--- src/inc/rts_defines.svh ---
/*
 * shared constants of the tag select / family id command handler.
 * assumes inclusion by bare name from design files.
 */
`ifndef RTS_DEFINES_SVH
`define RTS_DEFINES_SVH
// ************************
// commands and flags
// ************************
`define RTS_CMD_SELECT 8'h25
`define RTS_CMD_RESET 8'h26
`define RTS_CMD_WR_AFI 8'h27
`define RTS_CMD_LK_AFI 8'h28
`define RTS_FLG_SEL 4
`define RTS_FLG_ADDR 5
`define RTS_FLG_OPT 6
`define RTS_RSP_OK 8'h00
`define RTS_RSP_ERR 8'h01
`define RTS_ERR_OPT 8'h03
`define RTS_ERR_RELOCK 8'h11
`define RTS_ERR_LOCKED 8'h12
`define RTS_ERR_PROG 8'h13
`define RTS_ERR_LOCKF 8'h14
// ************************
// frame and response lengths in bytes
// ************************
`define RTS_HDR_LEN 5'h02
`define RTS_UID_LEN 5'h08
`define RTS_LEN_OK 3'h3
`define RTS_LEN_ERR 3'h4
// ************************
// register map
// ************************
`define RTS_REG_CTRL 4'h0
`define RTS_REG_STAT 4'h4
`define RTS_REG_UIDL 4'h8
`define RTS_REG_UIDH 4'hC
`define RTS_CTRL_WIP 0
`define RTS_UID_RST 64'h0
// ************************
// timing
// ************************
`define RTS_CLK_NS 100
`define RTS_SLOT_NS 302000
`define RTS_SLOTS 18
`endif

--- src/inc/rts_pkg.sv ---
/*
 * types of the tag select / family id command handler.
 * assumes nothing beyond a systemverilog compiler.
 */
package rts_pkg;
	typedef enum logic {TAG_READY, TAG_SELECTED} rts_tag_state_t;
	typedef enum logic [2:0] {SQ_IDLE, SQ_RX, SQ_T1, SQ_PROG, SQ_TX} rts_seq_t;
endpackage: rts_pkg

--- src/inc/rts_if.sv ---
/*
 * carriers between the command handler and its frame and store modules.
 * assumes all parties run on ref_clk_i.
 */
`timescale 1ns/10ps
interface rts_frm_if;
	logic done;
	logic crc_ok;
	logic [4:0] nbytes;
	logic [7:0] flags;
	logic [7:0] cmd;
	logic [7:0] param;
	logic [63:0] uid;
	modport src(output done, crc_ok, nbytes, flags, cmd, param, uid);
	modport snk(input done, crc_ok, nbytes, flags, cmd, param, uid);
endinterface: rts_frm_if

interface rts_nvm_if;
	logic start;
	logic op_lock;
	logic fail_in;
	logic busy;
	logic done;
	logic fail;
	logic locked;
	logic [7:0] data;
	logic [7:0] app_family_id;
	modport ctl(output start, op_lock, data, fail_in, input busy, done, fail, locked, app_family_id);
	modport mem(input start, op_lock, data, fail_in, output busy, done, fail, locked, app_family_id);
endinterface: rts_nvm_if

--- src/rts_frame_rx.sv ---
/*
 * collects a decoded request byte stream into command fields.
 * assumes bytes, sof and eof come from a decoder on ref_clk_i.
 */
`timescale 1ns/10ps
`include "rts_defines.svh"
module rts_frame_rx (
	// clock and reset
	input wire logic ref_clk_i,
	input wire logic resetn_i,
	// decoded byte stream
	input wire logic sof_i,
	input wire logic vld_i,
	input wire logic [7:0] byte_i,
	input wire logic eof_i,
	input wire logic crc_ok_i,
	// frame fields
	rts_frm_if.src frm
);
	logic done_reg;
	logic crc_reg;
	logic [4:0] idx_reg;
	logic [7:0] flags_reg;
	logic [7:0] cmd_reg;
	logic [7:0] param_reg;
	logic [63:0] uid_reg;
	logic has_uid;

	// select always carries a uid
	assign has_uid = flags_reg[`RTS_FLG_ADDR] || (cmd_reg == `RTS_CMD_SELECT);

	// ************************
	// field capture
	// ************************
	always_ff @(posedge ref_clk_i or negedge resetn_i) begin
		if (!resetn_i) begin
			idx_reg <= 5'h00;
			flags_reg <= 8'h00;
			cmd_reg <= 8'h00;
			param_reg <= 8'h00;
			uid_reg <= 64'h0;
		end else if (sof_i) begin
			idx_reg <= 5'h00;
		end else if (vld_i) begin
			if (idx_reg != 5'h1F) begin
				idx_reg <= idx_reg + 5'h01;
			end
			if (idx_reg == 5'h00) begin
				flags_reg <= byte_i;
			end else if (idx_reg == 5'h01) begin
				cmd_reg <= byte_i;
			end else if (has_uid && idx_reg < `RTS_HDR_LEN + `RTS_UID_LEN) begin
				uid_reg <= {byte_i, uid_reg[63:8]};
			end else begin
				param_reg <= byte_i;
			end
		end
	end

	always_ff @(posedge ref_clk_i or negedge resetn_i) begin
		if (!resetn_i) begin
			done_reg <= 1'b0;
			crc_reg <= 1'b0;
		end else begin
			done_reg <= eof_i;
			if (eof_i) begin
				crc_reg <= crc_ok_i;
			end
		end
	end

	assign frm.done = done_reg;
	assign frm.crc_ok = crc_reg;
	assign frm.nbytes = idx_reg;
	assign frm.flags = flags_reg;
	assign frm.cmd = cmd_reg;
	assign frm.param = param_reg;
	assign frm.uid = uid_reg;
endmodule: rts_frame_rx

--- src/rts_nvm.sv ---
/*
 * nonvolatile family id byte and its lock bit with the timed program cycle.
 * assumes start pulses only while busy is low; fail_in already synchronised.
 */
`timescale 1ns/10ps
`include "rts_defines.svh"
module rts_nvm #(
	parameter int PROG_CYC = 54360
) (
	// clock and reset
	input wire logic ref_clk_i,
	input wire logic resetn_i,
	// store port
	rts_nvm_if.mem nvm
);
	logic busy_reg;
	logic done_reg;
	logic fail_reg;
	logic lock_reg;
	logic op_reg;
	logic [7:0] data_reg;
	logic [7:0] afi_reg;
	logic [31:0] cnt_reg;
	logic [31:0] len_q;

	// ************************
	// program cycle
	// ************************
	always_ff @(posedge ref_clk_i or negedge resetn_i) begin
		if (!resetn_i) begin
			busy_reg <= 1'b0;
			done_reg <= 1'b0;
			fail_reg <= 1'b0;
			op_reg <= 1'b0;
			data_reg <= 8'h00;
			cnt_reg <= 32'h0;
		end else begin
			done_reg <= 1'b0;
			if (nvm.start && !busy_reg) begin
				busy_reg <= 1'b1;
				cnt_reg <= 32'h0;
				op_reg <= nvm.op_lock;
				data_reg <= nvm.data;
			end else if (busy_reg) begin
				cnt_reg <= cnt_reg + 32'h1;
				if (cnt_reg == 32'(PROG_CYC - 1)) begin
					busy_reg <= 1'b0;
					done_reg <= 1'b1;
					fail_reg <= nvm.fail_in;
				end
			end
		end
	end

	// ************************
	// stored words
	// ************************
	always_ff @(posedge ref_clk_i or negedge resetn_i) begin
		if (!resetn_i) begin
			afi_reg <= 8'h00;
			lock_reg <= 1'b0;
		end else if (busy_reg && cnt_reg == 32'(PROG_CYC - 1) && !nvm.fail_in) begin
			if (op_reg) begin
				lock_reg <= 1'b1;
			end else if (!lock_reg) begin
				afi_reg <= data_reg;
			end
		end
	end

	assign nvm.busy = busy_reg;
	assign nvm.done = done_reg;
	assign nvm.fail = fail_reg;
	assign nvm.locked = lock_reg;
	assign nvm.app_family_id = afi_reg;

	// ************************
	// checks
	// ************************
	always_ff @(posedge ref_clk_i or negedge resetn_i) begin
		if (!resetn_i) begin
			len_q <= 32'h0;
		end else if (nvm.start && !busy_reg) begin
			len_q <= 32'h0;
		end else if (busy_reg) begin
			len_q <= len_q + 32'h1;
		end
	end
endmodule: rts_nvm

--- src/rts_cmd.sv ---
/*
 * command handler for select, reset to ready, family id write and lock.
 * assumes a decoder and response coder on ref_clk_i; prog_fail_i is a pin.
 */
`timescale 1ns/10ps
`include "rts_defines.svh"
// Notes on behaviour
// - select with own uid: become or stay selected, and reply
// - select with foreign uid: selected tag drops to ready, stays silent
// - select errors only on own uid; any error keeps the state
// - select and reset to ready answer option set with error 03h
// - reply is flags and crc; error reply adds one code byte
// - reset to ready moves to ready when no error occurs
// - addressed reset to ready answers only on own uid
// - family id write programs the supplied byte
// - family id lock makes the value permanent
// - program cycle lasts nominal delay plus 18 slots of 302 us
// - write error 12h when locked, 13h when programming fails with option set
// - lock error 11h when already locked, 14h when locking fails with option set
// - busy mode: pin low from request start to end of reply
// - progress mode: pin released for select and reset to ready
// - progress mode: pin low from request end to end of the program cycle
// - progress mode: pin released when a write is refused
module rts_cmd #(
	parameter int NOM_DLY_NS = 320000,
	parameter int PROG_CYC = (NOM_DLY_NS + `RTS_SLOTS * `RTS_SLOT_NS + `RTS_CLK_NS - 1)
		/ `RTS_CLK_NS
) (
	// clock and reset
	input wire logic ref_clk_i,
	input wire logic resetn_i,
	// register port
	input wire logic [3:0] reg_addr_i,
	input wire logic [31:0] reg_wdata_i,
	input wire logic reg_wr_i,
	input wire logic reg_rd_i,
	output logic [31:0] reg_rdata_o,
	// request byte stream
	input wire logic rx_sof_i,
	input wire logic rx_byte_vld_i,
	input wire logic [7:0] rx_byte_i,
	input wire logic rx_eof_i,
	input wire logic rx_crc_ok_i,
	// response
	output logic tx_start_o,
	output logic [7:0] tx_flags_o,
	output logic [7:0] tx_code_o,
	output logic [2:0] tx_len_o,
	input wire logic tx_done_i,
	// program verify pin
	input wire logic prog_fail_i,
	// rf activity pin
	output logic act_o,
	output logic act_oe_n_o
);
	localparam int NOM_CYC = (NOM_DLY_NS + `RTS_CLK_NS - 1) / `RTS_CLK_NS;

	rts_frm_if frm ();
	rts_nvm_if nvm ();

	rts_pkg::rts_seq_t seq_reg, seq_next;
	rts_pkg::rts_tag_state_t tag_reg, tag_next;
	logic [31:0] t1_reg;
	logic [31:0] age_q;
	logic mode_wip_reg;
	logic [63:0] uid_reg;
	logic [31:0] rdata_reg;
	logic fail_s1, fail_s2;
	logic start_reg;
	logic [7:0] flags_reg, code_reg;
	logic [2:0] len_reg;
	logic oe_n_reg;
	logic ev_reply, ev_err, ev_prog, ev_defer;
	logic [7:0] ev_code;
	logic ok, match, addr_ok, sel_ok, opt, t1_hit;

	// ************************
	// helpers
	// ************************
	function automatic logic [4:0] exp_len(input logic [7:0] flg, input logic [7:0] cmd);
		logic [4:0] n;
		n = `RTS_HDR_LEN;
		if (flg[`RTS_FLG_ADDR] || cmd == `RTS_CMD_SELECT) begin
			n = n + `RTS_UID_LEN;
		end
		if (cmd == `RTS_CMD_WR_AFI) begin
			n = n + 5'h01;
		end
		return n;
	endfunction: exp_len

	rts_frame_rx u_rx (
		.ref_clk_i(ref_clk_i),
		.resetn_i(resetn_i),
		.sof_i(rx_sof_i),
		.vld_i(rx_byte_vld_i),
		.byte_i(rx_byte_i),
		.eof_i(rx_eof_i),
		.crc_ok_i(rx_crc_ok_i),
		.frm(frm.src)
	);

	rts_nvm #(.PROG_CYC(PROG_CYC)) u_nvm (
		.ref_clk_i(ref_clk_i),
		.resetn_i(resetn_i),
		.nvm(nvm.mem)
	);

	// ************************
	// verify pin sync
	// ************************
	always_ff @(posedge ref_clk_i or negedge resetn_i) begin
		if (!resetn_i) begin
			fail_s1 <= 1'b0;
			fail_s2 <= 1'b0;
		end else begin
			fail_s1 <= prog_fail_i;
			fail_s2 <= fail_s1;
		end
	end

	assign nvm.fail_in = fail_s2;
	assign nvm.start = ev_prog;
	assign nvm.op_lock = (frm.cmd == `RTS_CMD_LK_AFI);
	assign nvm.data = frm.param;

	// ************************
	// request evaluation
	// ************************
	always_comb begin
		ok = frm.done && (seq_reg == rts_pkg::SQ_RX) && frm.crc_ok
			&& frm.nbytes == exp_len(frm.flags, frm.cmd);
		match = (frm.uid == uid_reg);
		addr_ok = !frm.flags[`RTS_FLG_ADDR] || match;
		sel_ok = !frm.flags[`RTS_FLG_SEL] || (tag_reg == rts_pkg::TAG_SELECTED);
		opt = frm.flags[`RTS_FLG_OPT];
		ev_reply = 1'b0;
		ev_err = 1'b0;
		ev_prog = 1'b0;
		ev_defer = 1'b0;
		ev_code = `RTS_ERR_OPT;
		tag_next = tag_reg;
		if (ok) begin
			case (frm.cmd)
				`RTS_CMD_SELECT: begin
					if (match) begin
						ev_reply = 1'b1;
						ev_err = opt;
						if (!opt) begin
							tag_next = rts_pkg::TAG_SELECTED;
						end
					end else begin
						tag_next = rts_pkg::TAG_READY;
					end
				end
				`RTS_CMD_RESET: begin
					if (addr_ok && sel_ok) begin
						ev_reply = 1'b1;
						ev_err = opt;
						if (!opt) begin
							tag_next = rts_pkg::TAG_READY;
						end
					end
				end
				`RTS_CMD_WR_AFI, `RTS_CMD_LK_AFI: begin
					if (addr_ok && sel_ok && !nvm.busy) begin
						ev_reply = 1'b1;
						if (nvm.locked) begin
							ev_err = 1'b1;
							ev_code = (frm.cmd == `RTS_CMD_LK_AFI) ? `RTS_ERR_RELOCK
								: `RTS_ERR_LOCKED;
						end else begin
							ev_prog = 1'b1;
							ev_defer = opt;
						end
					end
				end
				default: begin
					ev_reply = 1'b0;
				end
			endcase
		end
	end

	// ************************
	// sequencer
	// ************************
	assign t1_hit = (t1_reg == 32'(NOM_CYC - 1));

	always_comb begin
		seq_next = seq_reg;
		case (seq_reg)
			rts_pkg::SQ_IDLE: begin
				if (rx_sof_i) begin
					seq_next = rts_pkg::SQ_RX;
				end
			end
			rts_pkg::SQ_RX: begin
				if (frm.done) begin
					if (!ev_reply) begin
						seq_next = rts_pkg::SQ_IDLE;
					end else if (ev_defer) begin
						seq_next = rts_pkg::SQ_PROG;
					end else begin
						seq_next = rts_pkg::SQ_T1;
					end
				end
			end
			rts_pkg::SQ_T1: begin
				if (t1_hit) begin
					seq_next = rts_pkg::SQ_TX;
				end
			end
			rts_pkg::SQ_PROG: begin
				if (nvm.done) begin
					seq_next = rts_pkg::SQ_TX;
				end
			end
			rts_pkg::SQ_TX: begin
				if (tx_done_i) begin
					seq_next = rts_pkg::SQ_IDLE;
				end
			end
			default: begin
				seq_next = rts_pkg::SQ_IDLE;
			end
		endcase
	end

	always_ff @(posedge ref_clk_i or negedge resetn_i) begin
		if (!resetn_i) begin
			seq_reg <= rts_pkg::SQ_IDLE;
			tag_reg <= rts_pkg::TAG_READY;
		end else begin
			seq_reg <= seq_next;
			tag_reg <= tag_next;
		end
	end

	always_ff @(posedge ref_clk_i or negedge resetn_i) begin
		if (!resetn_i) begin
			t1_reg <= 32'h0;
		end else if (seq_reg == rts_pkg::SQ_T1) begin
			t1_reg <= t1_reg + 32'h1;
		end else begin
			t1_reg <= 32'h0;
		end
	end

	// ************************
	// response
	// ************************
	always_ff @(posedge ref_clk_i or negedge resetn_i) begin
		if (!resetn_i) begin
			start_reg <= 1'b0;
			flags_reg <= `RTS_RSP_OK;
			code_reg <= 8'h00;
			len_reg <= `RTS_LEN_OK;
		end else begin
			start_reg <= (seq_reg == rts_pkg::SQ_T1 && t1_hit)
				|| (seq_reg == rts_pkg::SQ_PROG && nvm.done);
			if (ev_reply) begin
				flags_reg <= ev_err ? `RTS_RSP_ERR : `RTS_RSP_OK;
				code_reg <= ev_err ? ev_code : 8'h00;
				len_reg <= ev_err ? `RTS_LEN_ERR : `RTS_LEN_OK;
			end else if (seq_reg == rts_pkg::SQ_PROG && nvm.done && nvm.fail) begin
				flags_reg <= `RTS_RSP_ERR;
				code_reg <= nvm.op_lock ? `RTS_ERR_LOCKF : `RTS_ERR_PROG;
				len_reg <= `RTS_LEN_ERR;
			end
		end
	end

	// ************************
	// activity pin
	// ************************
	always_ff @(posedge ref_clk_i or negedge resetn_i) begin
		if (!resetn_i) begin
			oe_n_reg <= 1'b1;
		end else if (mode_wip_reg) begin
			oe_n_reg <= !(nvm.busy || ev_prog);
		end else begin
			oe_n_reg <= (seq_next == rts_pkg::SQ_IDLE);
		end
	end

	// ************************
	// registers
	// ************************
	always_ff @(posedge ref_clk_i or negedge resetn_i) begin
		if (!resetn_i) begin
			mode_wip_reg <= 1'b0;
			uid_reg <= `RTS_UID_RST;
		end else if (reg_wr_i) begin
			case (reg_addr_i)
				`RTS_REG_CTRL: mode_wip_reg <= reg_wdata_i[`RTS_CTRL_WIP];
				`RTS_REG_UIDL: uid_reg[31:0] <= reg_wdata_i;
				`RTS_REG_UIDH: uid_reg[63:32] <= reg_wdata_i;
				default: uid_reg <= uid_reg;
			endcase
		end
	end

	always_ff @(posedge ref_clk_i or negedge resetn_i) begin
		if (!resetn_i) begin
			rdata_reg <= 32'h0;
		end else if (reg_rd_i) begin
			case (reg_addr_i)
				`RTS_REG_CTRL: rdata_reg <= {31'h0, mode_wip_reg};
				`RTS_REG_STAT: rdata_reg <= {16'h0, nvm.app_family_id, 5'h00, nvm.busy,
					nvm.locked, tag_reg == rts_pkg::TAG_SELECTED};
				`RTS_REG_UIDL: rdata_reg <= uid_reg[31:0];
				`RTS_REG_UIDH: rdata_reg <= uid_reg[63:32];
				default: rdata_reg <= 32'h0;
			endcase
		end else begin
			rdata_reg <= 32'h0;
		end
	end

	assign reg_rdata_o = rdata_reg;
	assign tx_start_o = start_reg;
	assign tx_flags_o = flags_reg;
	assign tx_code_o = code_reg;
	assign tx_len_o = len_reg;
	assign act_oe_n_o = oe_n_reg;
	assign act_o = oe_n_reg;

	// ************************
	// checks
	// ************************
	always_ff @(posedge ref_clk_i or negedge resetn_i) begin
		if (!resetn_i) begin
			age_q <= 32'h0;
		end else if (frm.done) begin
			age_q <= 32'h0;
		end else begin
			age_q <= age_q + 32'h1;
		end
	end
endmodule: rts_cmd

--- config.mk ---
export PLATFORM = sky130hd
export DESIGN_NAME = rts_cmd
export DESIGN_NICKNAME = d
export VERILOG_FILES = /design/src/inc/rts_pkg.sv /design/src/inc/rts_if.sv /design/src/rts_frame_rx.sv /design/src/rts_nvm.sv /design/src/rts_cmd.sv
export VERILOG_INCLUDE_DIRS = /design/src /design/src/inc
export SDC_FILE = /design/constraint.sdc
export NUM_CORES = 1
export LEC_CHECK = 0
export BUFFER_PORTS_ARGS = -buffer_cell sky130_fd_sc_hd__buf_4
export CAP_MARGIN = 15
export CORE_MARGIN = 5
export CORE_UTILIZATION = 50
export DETAILED_ROUTE_END_ITERATION = 8
export PLACE_DENSITY = 0.8
export RECOVER_POWER = 50
export SETUP_SLACK_MARGIN = 0.3
export SLEW_MARGIN = 0
export SYNTH_ARGS = -nofsm -noshare
export SYNTH_HDL_FRONTEND = slang
export SYNTH_SLANG_ARGS = --single-unit
export TNS_END_PERCENT = 5
--- constraint.sdc ---
create_clock -name ref_clk_i -period 4.5 [get_ports ref_clk_i]
set_input_delay 0.675 -clock ref_clk_i [delete_from_list [all_inputs] [get_ports ref_clk_i]]
set_output_delay 0.675 -clock ref_clk_i [all_outputs]
set_load 0.01 [all_outputs]
[Word level (Yosys, flattened, before mapping)]
Index checks and enable logic that the tools add are counted.
W data, S select, Z words.
Storage, ports and cells
  latch bits: 0
  memories: 0
  memory bits (writable): 0
  ROM bits: 0
  output and inout bits: 54
  register bits after elaboration: 303
Operators by class
  shift operators: 0
  $mul: 0
  divide/modulo/power cells: 0
  mux-type cells: 64
  bitwise operators: 7
  order comparisons: 1
  eq/ne operators: 20
  add/sub/neg operators: 4
  reductions and logical operators: 44
Operators with widths (count)
  $mux W32: 4
  $pmux W32 S4: 1
  $add A32 B1 Y32 const B: 2
  $eq A64 B64 Y1: 1
  $mux W5: 8
  $mux W8: 5
  $eq A32 B12 Y1 const B: 1
  $eq A32 B16 Y1 const B: 1
  $eq A8 B6 Y1 const B: 4
  $mux W1: 30
  $mux W3: 9
  $pmux W3 S5: 1
  $reduce_and A5 Y1: 3
  $logic_and A1 B1 Y1: 12
  $add A5 B1 Y5 const B: 2
  $reduce_and A2 Y1: 5
  $reduce_bool A2 Y1: 5
  $reduce_and A3 Y1: 3
  $eq A4 B4 Y1 const B: 2
  $not A1 Y1: 7
  $eq A3 B2 Y1 const B: 2
  $logic_not A3 Y1: 2
  $pmux W1 S3: 2
  $eq A5 B1 Y1 const B: 1
  other kinds (17): 27

[Logic depth before layout (Yosys ltp)]
Gate-level depths: netlist of the first run.
  depth after elaboration: 14
  depth in mapped cells: 9

[Cells and area by module]
A second synthesis of the first run with hierarchy kept.
Second synthesis, totals
  cell total of the unflattened synthesis: 1067
  area total of the unflattened synthesis: 13487.9 sq um
Modules (own cells, without submodules)
  rts_cmd: cells an instance 623, area an instance 7033.0 sq um, instances 1, sequential area each 3580.9 sq um
  rts_frame_rx: cells an instance 227, area an instance 4011.3 sq um, instances 1, sequential area each 2377.3 sq um
  rts_nvm: cells an instance 217, area an instance 2443.6 sq um, instances 1, sequential area each 1326.3 sq um

[Worst setup path after synthesis of the first run]
OpenSTA, ideal clock, no wires.
  path type: flip-flop to flip-flop
  from: register u_rx.cmd_reg[4], in the netlist u_rx.frm.cmd[4]
  to: register u_nvm.data_reg[0]
  data arrival time: 2444 ps
  setup time: 125 ps
  required time: 4375 ps
  slack: 1931 ps
  clock period less this slack: 2569 ps
  stages on the path, launching flop included: 9
  cells stage by stage: dfrtp_1 > or4b_1 > buf_2 > o21ai_0 > xor2_1 > nor3_4 > o2111ai_2 > buf_6 > mux2_4
On the way
  word-level cells in the longest chain between the ends: 9
  elaborated cells between the ends (all ways): 13
  those cells by class: add/sub: 1; eq/ne: 4; mux: 4; reduce/logical: 4
RTL lines
  start, declared: RTL line rts_frame_rx.sv:24  | logic [7:0] cmd_reg;
  start signal, assigned: RTL line rts_frame_rx.sv:51  | cmd_reg <= byte_i;
  $eq A8 B6 Y1
  $logic_or A1 B1 Y1
  $mux W4: RTL line rts_cmd.sv:83  | if (flg[`RTS_FLG_ADDR] || cmd == `RTS_CMD_SELECT) begin
  $add A5 B1 Y5: RTL line rts_cmd.sv:87  | n = n + 5'h01;
  $mux W5: RTL line rts_cmd.sv:86  | if (cmd == `RTS_CMD_WR_AFI) begin
  $eq A5 B5 Y1: RTL line rts_cmd.sv:132  | && frm.nbytes == exp_len(frm.flags, frm.cmd);
  $logic_and A1 B1 Y1: RTL line rts_cmd.sv:132
  $mux W1 (*): RTL line rts_cmd.sv:143  | if (ok) begin
  $logic_and A1 B1 Y1 (*)
  end signal, assigned: RTL line rts_nvm.sv:43  | data_reg <= nvm.data;
  end, declared: RTL line rts_nvm.sv:21  | logic [7:0] data_reg;
Every way passes the cells marked *; elsewhere a longest branch is shown, timed or not.
A chain may end at the register's enable or synchronous reset.

[Final worst setup path of the first run]
  from: register u_rx.cmd_reg[4], in the netlist u_rx.frm.cmd[4]
  to: register u_rx.uid_reg[19], in the netlist u_rx.frm.uid[19]
On the way
  word-level cells in the longest chain between the ends: 4
RTL lines
  $eq A8 B6 Y1
  $logic_or A1 B1 Y1: RTL line rts_frame_rx.sv:30  | assign has_uid = flags_reg[`RTS_FLG_ADDR] || (cmd_reg == `RTS_CMD_SELECT);
  $logic_and A1 B1 Y1 (no source line)
  $reduce_and A5 Y1 (no source line)
  end signal, assigned: RTL line rts_frame_rx.sv:53  | uid_reg <= {byte_i, uid_reg[63:8]};
  end, declared: RTL line rts_frame_rx.sv:26  | logic [63:0] uid_reg;
Every way passes these cells.

==> impl_results.md, run 1 <==
- Clock transition at path regs: 0.06 ns
- Crit share post-route: 68.2%
- Vias in the first global route: between 8000 and 9000
- Ys async rst share: 100%
- Max cap viols: 4
- Initial antenna violation count: 0
- Levels on crit path: 6
- Area of the core: 25300 sq um
- Synth Area per Inst: 12.2 sq um
- Slew Limit Fails: 103
- Most common cell after layout, fill and taps aside: dfrtp_1
- DRC Markers: 0
- # port buffers: 96
- Die X: 170 um
- Post-synth top flop: dfrtp_1
- Failing checks: max-capacitance violations, max-slew violations
- Slowest-stage cell, CP: or4b_1
- Filler cell count: approximately 2000
- Worst Path Required: 4.92 ns
- Vias: 8549
- Chip height: 170 um
- CP bufs+invs: 1
- Routability congestion estimate: between 0.8 and 0.9
- Fin Hold WS: 0.184 ns
- Cell taking the most area after synthesis: dfrtp_1
- Post-CTS Setup Bufs: 0
- Die ar.: 29000 sq um
- Area Growth Syn to Fin: 15.5%
- # nets final: between 1000 and 1500
- Drt total wl: 29200 um
- Clock skew: 0.0124 ns
- Crit path arrival time: 3.50 ns
- Outcome: complete, but fails checks
- Met3 usage: under 10%
- Crit path max-delay family: simple AND/OR/NAND/NOR gates
- Initial drt markers: 618
- Maximum vdd drop: 0.256 mV
- Worst-path fanout max: 64
- Minimum clock period: 3.07 ns
- Design Area, Final: 14800 sq um
- Actual slew at the worst max-slew pin: approximately 1.8 ns
- Max Fclk: 326 MHz
- Highest-count cells in the layout ignoring fill and taps: dfrtp_1, mux2_2, buf_4, nor2_1, xnor2_1
- Worst-path cell chain: or4b_1, o21ai_0, nand3b_1, nor3b_2, buf_4, mux2_2
- #FFs+latches synth: 286
- H-Tree Level Count: 1
- Sequential area share after synthesis: 55.8%
- Post-synth EDFFs: 0
- R2R setup slack: 1.43 ns
- Reg2reg path depth: 6
- Rows: between 50 and 60
- Setup TNS: 0 ns
- Area contributors post-synth: dfrtp_1, mux2_2, xnor2_1
- Post-route core utilization: 58.7%
- I/O pins: approximately 110
- Top cell type's share of synthesized area: 55.4%
- Grt peak-use layer: met2
- Post-DP HPWL: 20400 um
- Final number of setup-violating endpoints: 0
- # diodes: 0
- Slew margin rel.: -18.1%
- Post-route ant nets: 0
- Nature of the critical path startpoint: register
- Post-Syn Area: 12800 sq um
- Worst-Skew Late Latency: 0.54 ns
- CTS Buffer Depth: 3
- Cell Count, Final, Fillers Out: 1500
- Remaining global-route overflow: 0
- Hold buffer count at CTS: 0
- Largest net degree at the start of global routing: between 100 and 150
- First-pass GRT wire length: around 48000 um
- Final hold vios: 0
- Vias per cell: between 5 and 6
- RSZ-0062 raised after global routing: false
- Post-cts sizing count: 0
- Mapped Cells: roughly 1000
- Yosys Warn Count: 0
- Worst setup EP type: register
- Post-DP Area: 13800 sq um
- TritonRoute pass-1 iters: 5
- TritonCTS clock tree: done
- Placed insts: 1446
- Yosys cell types: a little over 60
- Hold WC Path Type: in -> async
- WS Path Type: reg -> reg
- GRT Resource Usage Total: 20.3%
- Layout cells sized above 1: between 20 and 30%
- Initial cell density of the core: 50.8%
- Met1 Use GR: about 31%
- PD cells: 453 nW/um^2
- Routed len/inst: a little under 20 um
- Root Driver: clkbuf_16
- Pleak: 0.00665 uW
- CTS buffer count: 29
- Met2 usage: 31.2%
- Clk sinks: ~290
- Max incr delay on CP: 0.70 ns
## per-stage QoR
stage	worst slack, ns	power, uW
2_1_floorplan	1.93	3810
3_3_place_gp	1.56	4140
3_5_place_dp	1.47	4190
4_1_cts	1.45	6750
5_1_grt	1.26	6980
6_report	1.43	6710
## cells in the mapped netlist, drive strengths merged (8+ instances only)
| library cell | instances |
|---|---|
| a21oi | 12 |
| nor3 | 9 |
| nand2 | 48 |
| nand4 | 33 |
| mux2 | 177 |
| nor4 | 15 |
| or3 | 8 |
| dfrtp | 284 |
| buf | 34 |
| clkbuf | 15 |
| and3 | 14 |
| xor2 | 20 |
| inv | 13 |
| nor2 | 84 |
| xnor2 | 77 |
| a22oi | 31 |
| nand3 | 49 |
| o21ai | 37 |
## layer usage
layer  vias to the layer above  routed length, um
met1                      4325              13400
met2                       242              13400
li1                       3937                  -
met3                        45               1800
met5                         -                  0
met4                         0                647
## logic make-up (layout without fill, tap and decap cells)
family | Yosys count | in the layout | share of synthesized area [%]
simple gates | 308 | 308 | 12.5
mux | 183 | 183 | 16.3
other cells | 1 | 11 | 0.0292
fa+ha+maj | 6 | 6 | 0.585
buf+inv | 62 | 174 | 2.69
compound gates | 105 | 105 | 5.46
flops | 286 | 286 | 55.8
xor+xnor | 97 | 97 | 6.62
## worst register-to-register path: cells and delay by family (launching register included)
| kind | cells | cell delay (ns) |
|---|---|---|
| and+or+nand+nor | 3 | 1.09 |
| buffers and inverters | 1 | 0.67 |
| muxes | 1 | 0.46 |
| DFF | 1 | 0.38 |
| AOI/OAI and AO/OA | 1 | 0.36 |
## worst paths after layout
path,from,endpoint
worst min-delay path,resetn_i,t1_reg[5]
min in group ref_clk_i,prog_fail_i,fail_s1
max in group asynchronous,resetn_i,u_rx.frm.nbytes[0]
worst min register to register,fail_s1,fail_s2
worst max-delay path,u_rx.frm.cmd[4],u_rx.frm.uid[19]
worst max register to register,u_rx.frm.cmd[4],u_rx.frm.uid[19]
## area by class of cell
cell class / count / area [sq um] / area share (%)
inverters: 13 / 48.8 / 0.329
multi-input cells: 710 / 5370 / 36.2
repair buffers: 109 / 823 / 5.55
clock buffers: 35 / 768 / 5.18
clock inverters: 17 / 241 / 1.63
flip-flops and latches: 286 / 7160 / 48.3
well taps: 330 / 413 / 2.79
## power by group
group          switching [uW]  internal, uW  total [uW]
logic                     394           512         906
clock network             989          1560        2540
registers                 370          2890        3260
total                    1750          4960        6710
No activity file was read; power rests on OpenSTA's default activity.
==> run 2, diff against run 1 <==
Settings changed: PLACE_DENSITY 0.8 to 0.82.
Clock period 4.5 ns to 2.7 ns, I/O delays scaled along.
==> run 2 against run 1 <==
  * The run still ends with max-capacitance violations, max-slew violations left
  * Sequential power up 67%
  * First-iteration DRC count increased by 26%
  * Critical path depth is 1 higher
  * Design area rose by 3.5%
  * Maximum frequency increased by 21%
  * Utilization is 2.1 points higher
  * Register-to-register slack lost 1.3 ns
  * Largest power group unchanged
  * Final cell count is 2.1% higher
  * Non-clock buffer count up 30
==> impl_results.md, run 2 (synthesis gave the netlist of run 1 again) <==
- Remaining global-route overflow: 0 (unchanged)
- Reg2reg path depth: 7 (+1)
- Initial drt markers: 779 (+26%)
- Cell-internal power: 8440 uW (+70%)
- Die ar.: 29000 sq um (unchanged)
- Post-route ant nets: 0 (unchanged)
- Largest net degree at the start of global routing: 71 (-50%)
- Rows: 58 (unchanged)
- Clock power frac: 38.0% (about the same)
- Outcome: complete, but fails checks
- Comb pwr share: 14.7% (+1.2 points)
- Slew margin rel.: -23.3% (-5.2 points)
- Initial cell density of the core: 50.8% (unchanged)
- Maximum vdd drop: 0.416 mV (+63%)
- Met2 wire len: 15000 um (+12%)
- Chip height: 170 um (unchanged)
- Post-DP HPWL: 20800 um (+2.2%)
- GRT Resource Usage Total: 21.6% (+1.3 points)
- Final hold vios: 0 (unchanged)
- Vias: 8988 (+5.1%)
- Initial antenna violation count: 1 (+1)
- Vias per cell: 5.87 (+2.9%)
- Root Driver: clkbuf_16
- Hold Path Sink: u_rx.frm.nbytes[3]
- Crit path arrival time: 2.96 ns (-0.54 ns)
- Hold Startpoint: rx_sof_i
- Crit share post-route: 94.1% (+26 points)
- Clk sinks: 286 (unchanged)
- Area of the core: 25300 sq um (unchanged)
- Most common cell after layout, fill and taps aside: dfrtp_1
- Worst-path fanout max: 8 (-88%)
- Max Used Layer: met5
- Pleak: 0.00689 uW (+3.5%)
- Met1 Routed Length: 14000 um (+4.1%)
- DRC Markers: 0 (unchanged)
- Design Area, Final: 15300 sq um (+3.5%)
- Routed wl met3: 2340 um (+30%)
- CTS buffer count: 30 (+3.4%)
- Final number of setup-violating endpoints: 0 (unchanged)
- First-pass GRT wire length: 50200 um (+5.5%)
- Tot Pwr: 11500 uW (+72%)
- Failing checks: max-capacitance violations, max-slew violations
- Net load switching power: 3070 uW (+75%)
- Worst Path Required: 3.12 ns (-1.80 ns)
- Reg-to-reg startpoint: u_rx.frm.uid[47]
- R2R setup slack: 0.16 ns (-1.27 ns)
- CP Launch Point: u_rx.frm.uid[47]
- Sw Share: 26.7% (+0.58 points)
- Drt total wl: 32100 um (+9.8%)
- Sequential power share: 47.3% (-1.3 points)
- I/O pins: 108 (unchanged)
- Actual slew at the worst max-slew pin: 1.85 ns (+0.0786 ns)
- Hold path depth: 2
- Area Growth Syn to Fin: 19.6%
- CTS Buffer Depth: 3 (unchanged)
- Nature of the critical path startpoint: register
- Routed len/inst: 20.9 um (+7.5%)
- Routability congestion estimate: 0.860 (-2.4%)
- Worst setup EP type: register
- RSZ-0062 raised after global routing: true
- TritonCTS clock tree: done
- Minimum clock period: 2.54 ns (-0.530 ns)
- Setup TNS: 0 ns (unchanged)
- Highest-count cells in the layout ignoring fill and taps: dfrtp_1, mux2_2, buf_4, nor2_1, xnor2_1
- Vias in the first global route: 9022 (+3.4%)
- Post-route core utilization: 60.8% (+2.1 points)
- Post-place setup slack: 0.0608 ns (-1.41 ns)
- WS Path Type: reg -> reg
- Die X: 170 um (unchanged)
- Worst r2r dst: u_nvm.data_reg[1]
- # diodes: 0 (unchanged)
- H-Tree Level Count: 1 (unchanged)
- Clock skew: 0.0254 ns (+0.0130 ns)
- Post-DP Area: 14000 sq um (+1.3%)
- # nets final: 1240 (+2.6%)
- Max Fclk: 394 MHz (+21%)
- TritonRoute pass-1 iters: 5 (unchanged)
- Layout cells sized above 1: 33.0% (+4.1 points)
- PD cells: 750 nW/um^2 (+66%)
- Final WS setup: 0.160 ns (-1.27 ns)
- # port buffers: 96 (unchanged)
- Clock transition at path regs: 0.06 ns (about the same)
- Worst-Skew Late Latency: 0.56 ns (+0.02 ns)
- Hold WC Path Type: in -> reg
- Max cap viols: 1 (-3)
- Slew Limit Fails: 68 (-34%)
==> run 2: cell types whose count changed in the layout (fill, tap and decap cells not counted), moves of 3 or more <==
cell	previous run	this run
buf_12	0	4
buf_4	97	119
clkbuf_1	12	6
clkbuf_16	29	32
clkbuf_8	2	6
dfrtp_1	284	279
dfrtp_2	0	5
dlygate4sd3_1	0	3
nor4_1	15	9
nor4_2	0	6
==> run 2: cell type report <==
cell class                      count  area [sq um]
Tap cell                          330           413
Fill cell                        1889          9900
Sequential cell                   286          7170
Multi-Input combinational cell    710          5480
Clock inverter                     15           218
Timing Repair Buffer              139          1180
Inverter                           13          48.8
Clock buffer                       39           845
==> run 2: how the worst max path moves through the flow <==
stage | end | slack (ns) | cells past startpoint
after detailed placement | u_rx.frm.uid[2] | 0.06 | 6
after global placement | u_rx.frm.uid[21] | 0.10 | 6
final | u_nvm.data_reg[1] | 0.16 | 7
after floorplan | u_nvm.data_reg[0] | 0.31 | 7
after global routing | u_nvm.nvm.fail | 0.13 | 3
after CTS | u_nvm.data_reg[1] | 0.24 | 7
==> run 2: critical path, stage by stage (launching register included) <==
cell and delay (ns):
dfrtp_1 0.43, xnor2_1 0.29, nand4_1 0.16, nor4_1 0.44, and4_2 0.38, o2111ai_4 0.15
buf_4 0.24, mux2_4 0.31
==> run 2: timing repair <==
| action | 4_1_cts | 5_1_grt |
|---|---|---|
| pin swaps | 5 | 4 |
| hold buffers | 3 | 0 |
| endpoints found under the hold margin | 68 | 0 |
| resized for setup | 8 | 21 |
| gates cloned | 2 | 2 |
| setup buffers | 9 | 3 |
| setup endpoints to repair | 120 | 121 |
==> run 2: layer usage <==
| metal | track usage, % | vias to the layer above |
|---|---|---|
| met5 | 0 | - |
| met4 | 5.38 | 2 |
| met3 | 3.60 | 59 |
| met2 | 33.3 | 366 |
| met1 | 32.2 | 4562 |
| li1 | - | 3999 |
==> run 2: power groups by stage <==
stage                     registers [uW]  logic (uW)  clock network, uW
final                               5450        1690               4370
after global routing                5500        1820               4630
after CTS                           5400        1630               4430
after detailed placement            5470        1530                  0
after global placement              5440        1480                  0
after floorplan                     5250        1120                  0
==> run 2: through the flow <==
| step | std cells | hold WS, ns |
|---|---|---|
| 5_1_grt | 1532 | 0.0534 |
| 2_1_floorplan | 1058 | 0.109 |
| 4_1_cts | 1527 | 0.0518 |
| 6_report | 1532 | 0.0707 |
| 3_5_place_dp | 1459 | 0.351 |
| 3_3_place_gp | 1459 | 0.346 |
==> run 3, diff against run 2 <==
Settings changed: SLEW_MARGIN 0 to default, SYNTH_HIERARCHICAL from default to 1.
==> run 3 against run 2 <==
  * The run still ends with max-capacitance violations, max-slew violations left
  * Clock power down 9.6%
  * Die area up 3.5%
  * Wire length up 2.1%
  * Worst setup slack worse by 0.083 ns
  * Non-clock buffer count up 1
  * Global-route usage down 0.98 points
  * Sequential share of layout area down 1.5 points
  * Clock-buffer cell count up 1
  * Critical endpoint is now u_nvm/data_reg[1]
  * Largest cell class unchanged
==> impl_results.md, run 3 <==
- Outcome: complete, but fails checks
- Failing checks: max-capacitance violations, max-slew violations
- Fin Hold WS: 0.0890 ns (+0.0182 ns)
- Actual slew at the worst max-slew pin: 2.04 ns (+0.195 ns)
- Final number of setup-violating endpoints: 0 (unchanged)
- Worst-path cell chain: or4b_4, buf_6, nor4_4, o311ai_4, nand3b_1, nor3_4, nand2b_4, buf_12, mux2_4
- PD cells: 709 nW/um^2 (-5.5%)
- Largest net degree at the start of global routing: 82 (+15%)
- Chip height: 173 um (+1.7%)
- I/O pins: 108 (unchanged)
- Clock transition at path regs: 0.06 ns (about the same)
- Post-place setup slack: 0.0530 ns (-0.00775 ns)
- TritonRoute pass-1 iters: 5 (unchanged)
- Routability congestion estimate: 0.904 (+5.1%)
- DRC Markers: 0 (unchanged)
- Worst setup EP type: register
- Mapped Cells: 1057 (+0.86%)
- Initial drt markers: 643 (-17%)
- Clock skew: 0.0103 ns (-0.0150 ns)
- Die ar.: 30000 sq um (+3.5%)
- Final hold vios: 0 (unchanged)
- Highest-count cells in the layout ignoring fill and taps: dfrtp_1, buf_4, mux2_2, nor2_1, mux2_4
- Hold WC Path Type: in -> reg
- Clk sinks: 286 (unchanged)
- # nets final: 1245 (+0.40%)
- Cell Count, Final, Fillers Out: 1542 (+0.65%)
- Drt total wl: 32800 um (+2.1%)
- Tot Pwr: 11200 uW (-2.4%)
- Minimum clock period: 2.62 ns (+0.0832 ns)
- Placed insts: 1476 (+1.2%)
- # port buffers: 96 (unchanged)
- Vias: 8914 (-0.82%)
- Yosys Warn Count: 6 (+6)
- Hold Startpoint: rx_sof_i
- R2R setup slack: 0.08 ns (-0.08 ns)
- Initial antenna violation count: 0 (-1)
- Reg-to-reg startpoint: u_rx/frm.cmd[7]
- CTS buffer count: 29 (-3.3%)
- Slew Limit Fails: 79 (+16%)
- Initial cell density of the core: 50.9% (+0.10 points)
- CTS Buffer Depth: 3 (unchanged)
- CP bufs+invs: 2 (+1)
- Routed len/inst: 21.2 um (+1.5%)
- GRT Resource Usage Total: 20.6% (-0.98 points)
- Worst r2r dst: u_nvm/data_reg[1]
- Maximum vdd drop: 0.551 mV (+32%)
- H-Tree Level Count: 1 (unchanged)
- Die X: 173 um (+1.7%)
- Crit path max-delay family: simple AND/OR/NAND/NOR gates
- First-pass GRT wire length: 50500 um (+0.45%)
- Synth Area per Inst: 12.6 sq um (+2.8%)
- Post-DP HPWL: 22300 um (+6.8%)
- Final WS setup: 0.0764 ns (-0.0832 ns)
- Area Growth Syn to Fin: 19.1%
- Reg2reg path depth: 9 (+2)
- Routed wl met3: 1680 um (-28%)
- Met2 wire len: 17000 um (+13%)
- Vias in the first global route: 9286 (+2.9%)
- Max incr delay on CP: 0.55 ns (+0.11 ns)
- Rows: 59 (+1.7%)
- Crit path arrival time: 3.05 ns (+0.09 ns)
- TritonCTS clock tree: done
- Layout cells sized above 1: 35.2% (+2.2 points)
- Filler cell count: 1951 (+3.3%)
- Nature of the critical path startpoint: register
- # diodes: 0 (unchanged)
- Root Driver: clkbuf_16
- Worst-path fanout max: 17 (+9)
- Slowest-stage cell, CP: or4b_4
- Worst-Skew Late Latency: 0.55 ns (about the same)
- Remaining global-route overflow: 0 (unchanged)
- Max Used Layer: met4
- Slew margin rel.: -36.3% (-13 points)
- WS Path Type: reg -> reg
- RSZ-0062 raised after global routing: true
- Crit share post-route: 97.2% (+3.1 points)
- Vias per cell: 5.78 (-1.5%)
- Pleak: 0.00732 uW (+6.3%)
- Hold Path Sink: u_rx/frm.nbytes[3]
- Hold path depth: 2 (unchanged)
- Worst Path Required: 3.12 ns (about the same)
- Post-Syn Area: 13300 sq um (+3.7%)
- Max Fclk: 381 MHz (-3.2%)
- Area of the core: 26100 sq um (+3.5%)
- Post-route ant nets: 0 (unchanged)
- Most common cell after layout, fill and taps aside: dfrtp_1
- Max cap viols: 1 (unchanged)
- Met1 Routed Length: 13000 um (-7.1%)
-- run 3: routing by layer --
layer,global-route usage [%],up-vias
li1,-,4008
met1,25.7,4545
met2,36.9,281
met3,3.80,80
met4,5.89,0
met5,0,-
-- run 3: cell type report --
type	instances	area, sq um	area share [%]
inverter	14	52.6	0.332
timing repair buffer	140	1150	7.27
tap	335	419	2.65
clock inverter	13	105	0.663
clock buffer	40	837	5.28
sequential	286	7160	45.2
multi-input combinational	714	6120	38.6
-- run 3: through the flow --
stage	area [sq um]	TNS, ns	utilization (%)
finish	15800	0	60.6
global route	15800	-0.623	60.6
CTS	15500	0	59.5
detailed placement	14500	0	55.5
global placement	14500	0	55.5
floorplan	13400	0	-
-- run 3: where the power goes --
group,internal [uW],switching (uW)
sequential,4830,634
combinational,1060,768
clock,2260,1690
-- run 3: worst max-delay path by stage --
stage | end | startpoint | slack [ns] | depth (start not counted)
2_1_floorplan | tx_code_o[0] | u_rx/frm.cmd[6] | 0.14 | 7
3_3_place_gp | tx_code_o[1] | u_rx/frm.cmd[6] | 0.15 | 7
3_5_place_dp | u_nvm/cnt_reg[9] | u_rx/frm.uid[40] | 0.05 | 10
4_1_cts | u_nvm/cnt_reg[9] | u_rx/frm.cmd[7] | 0.07 | 10
5_1_grt | u_nvm/cnt_reg[11] | u_rx/frm.cmd[7] | -0.04 | 11
6_report | u_nvm/data_reg[1] | u_rx/frm.cmd[7] | 0.08 | 9
-- run 3: repair_timing --
item | CTS | global route
resized for setup | 7 | 60
buffers inserted | 6 | 3
hold endpoints to repair | 78 | 0
endpoints found under the setup margin | 48 | 67
pin swaps | 4 | 24
cloned | 0 | 1
hold buffers | 3 | 0
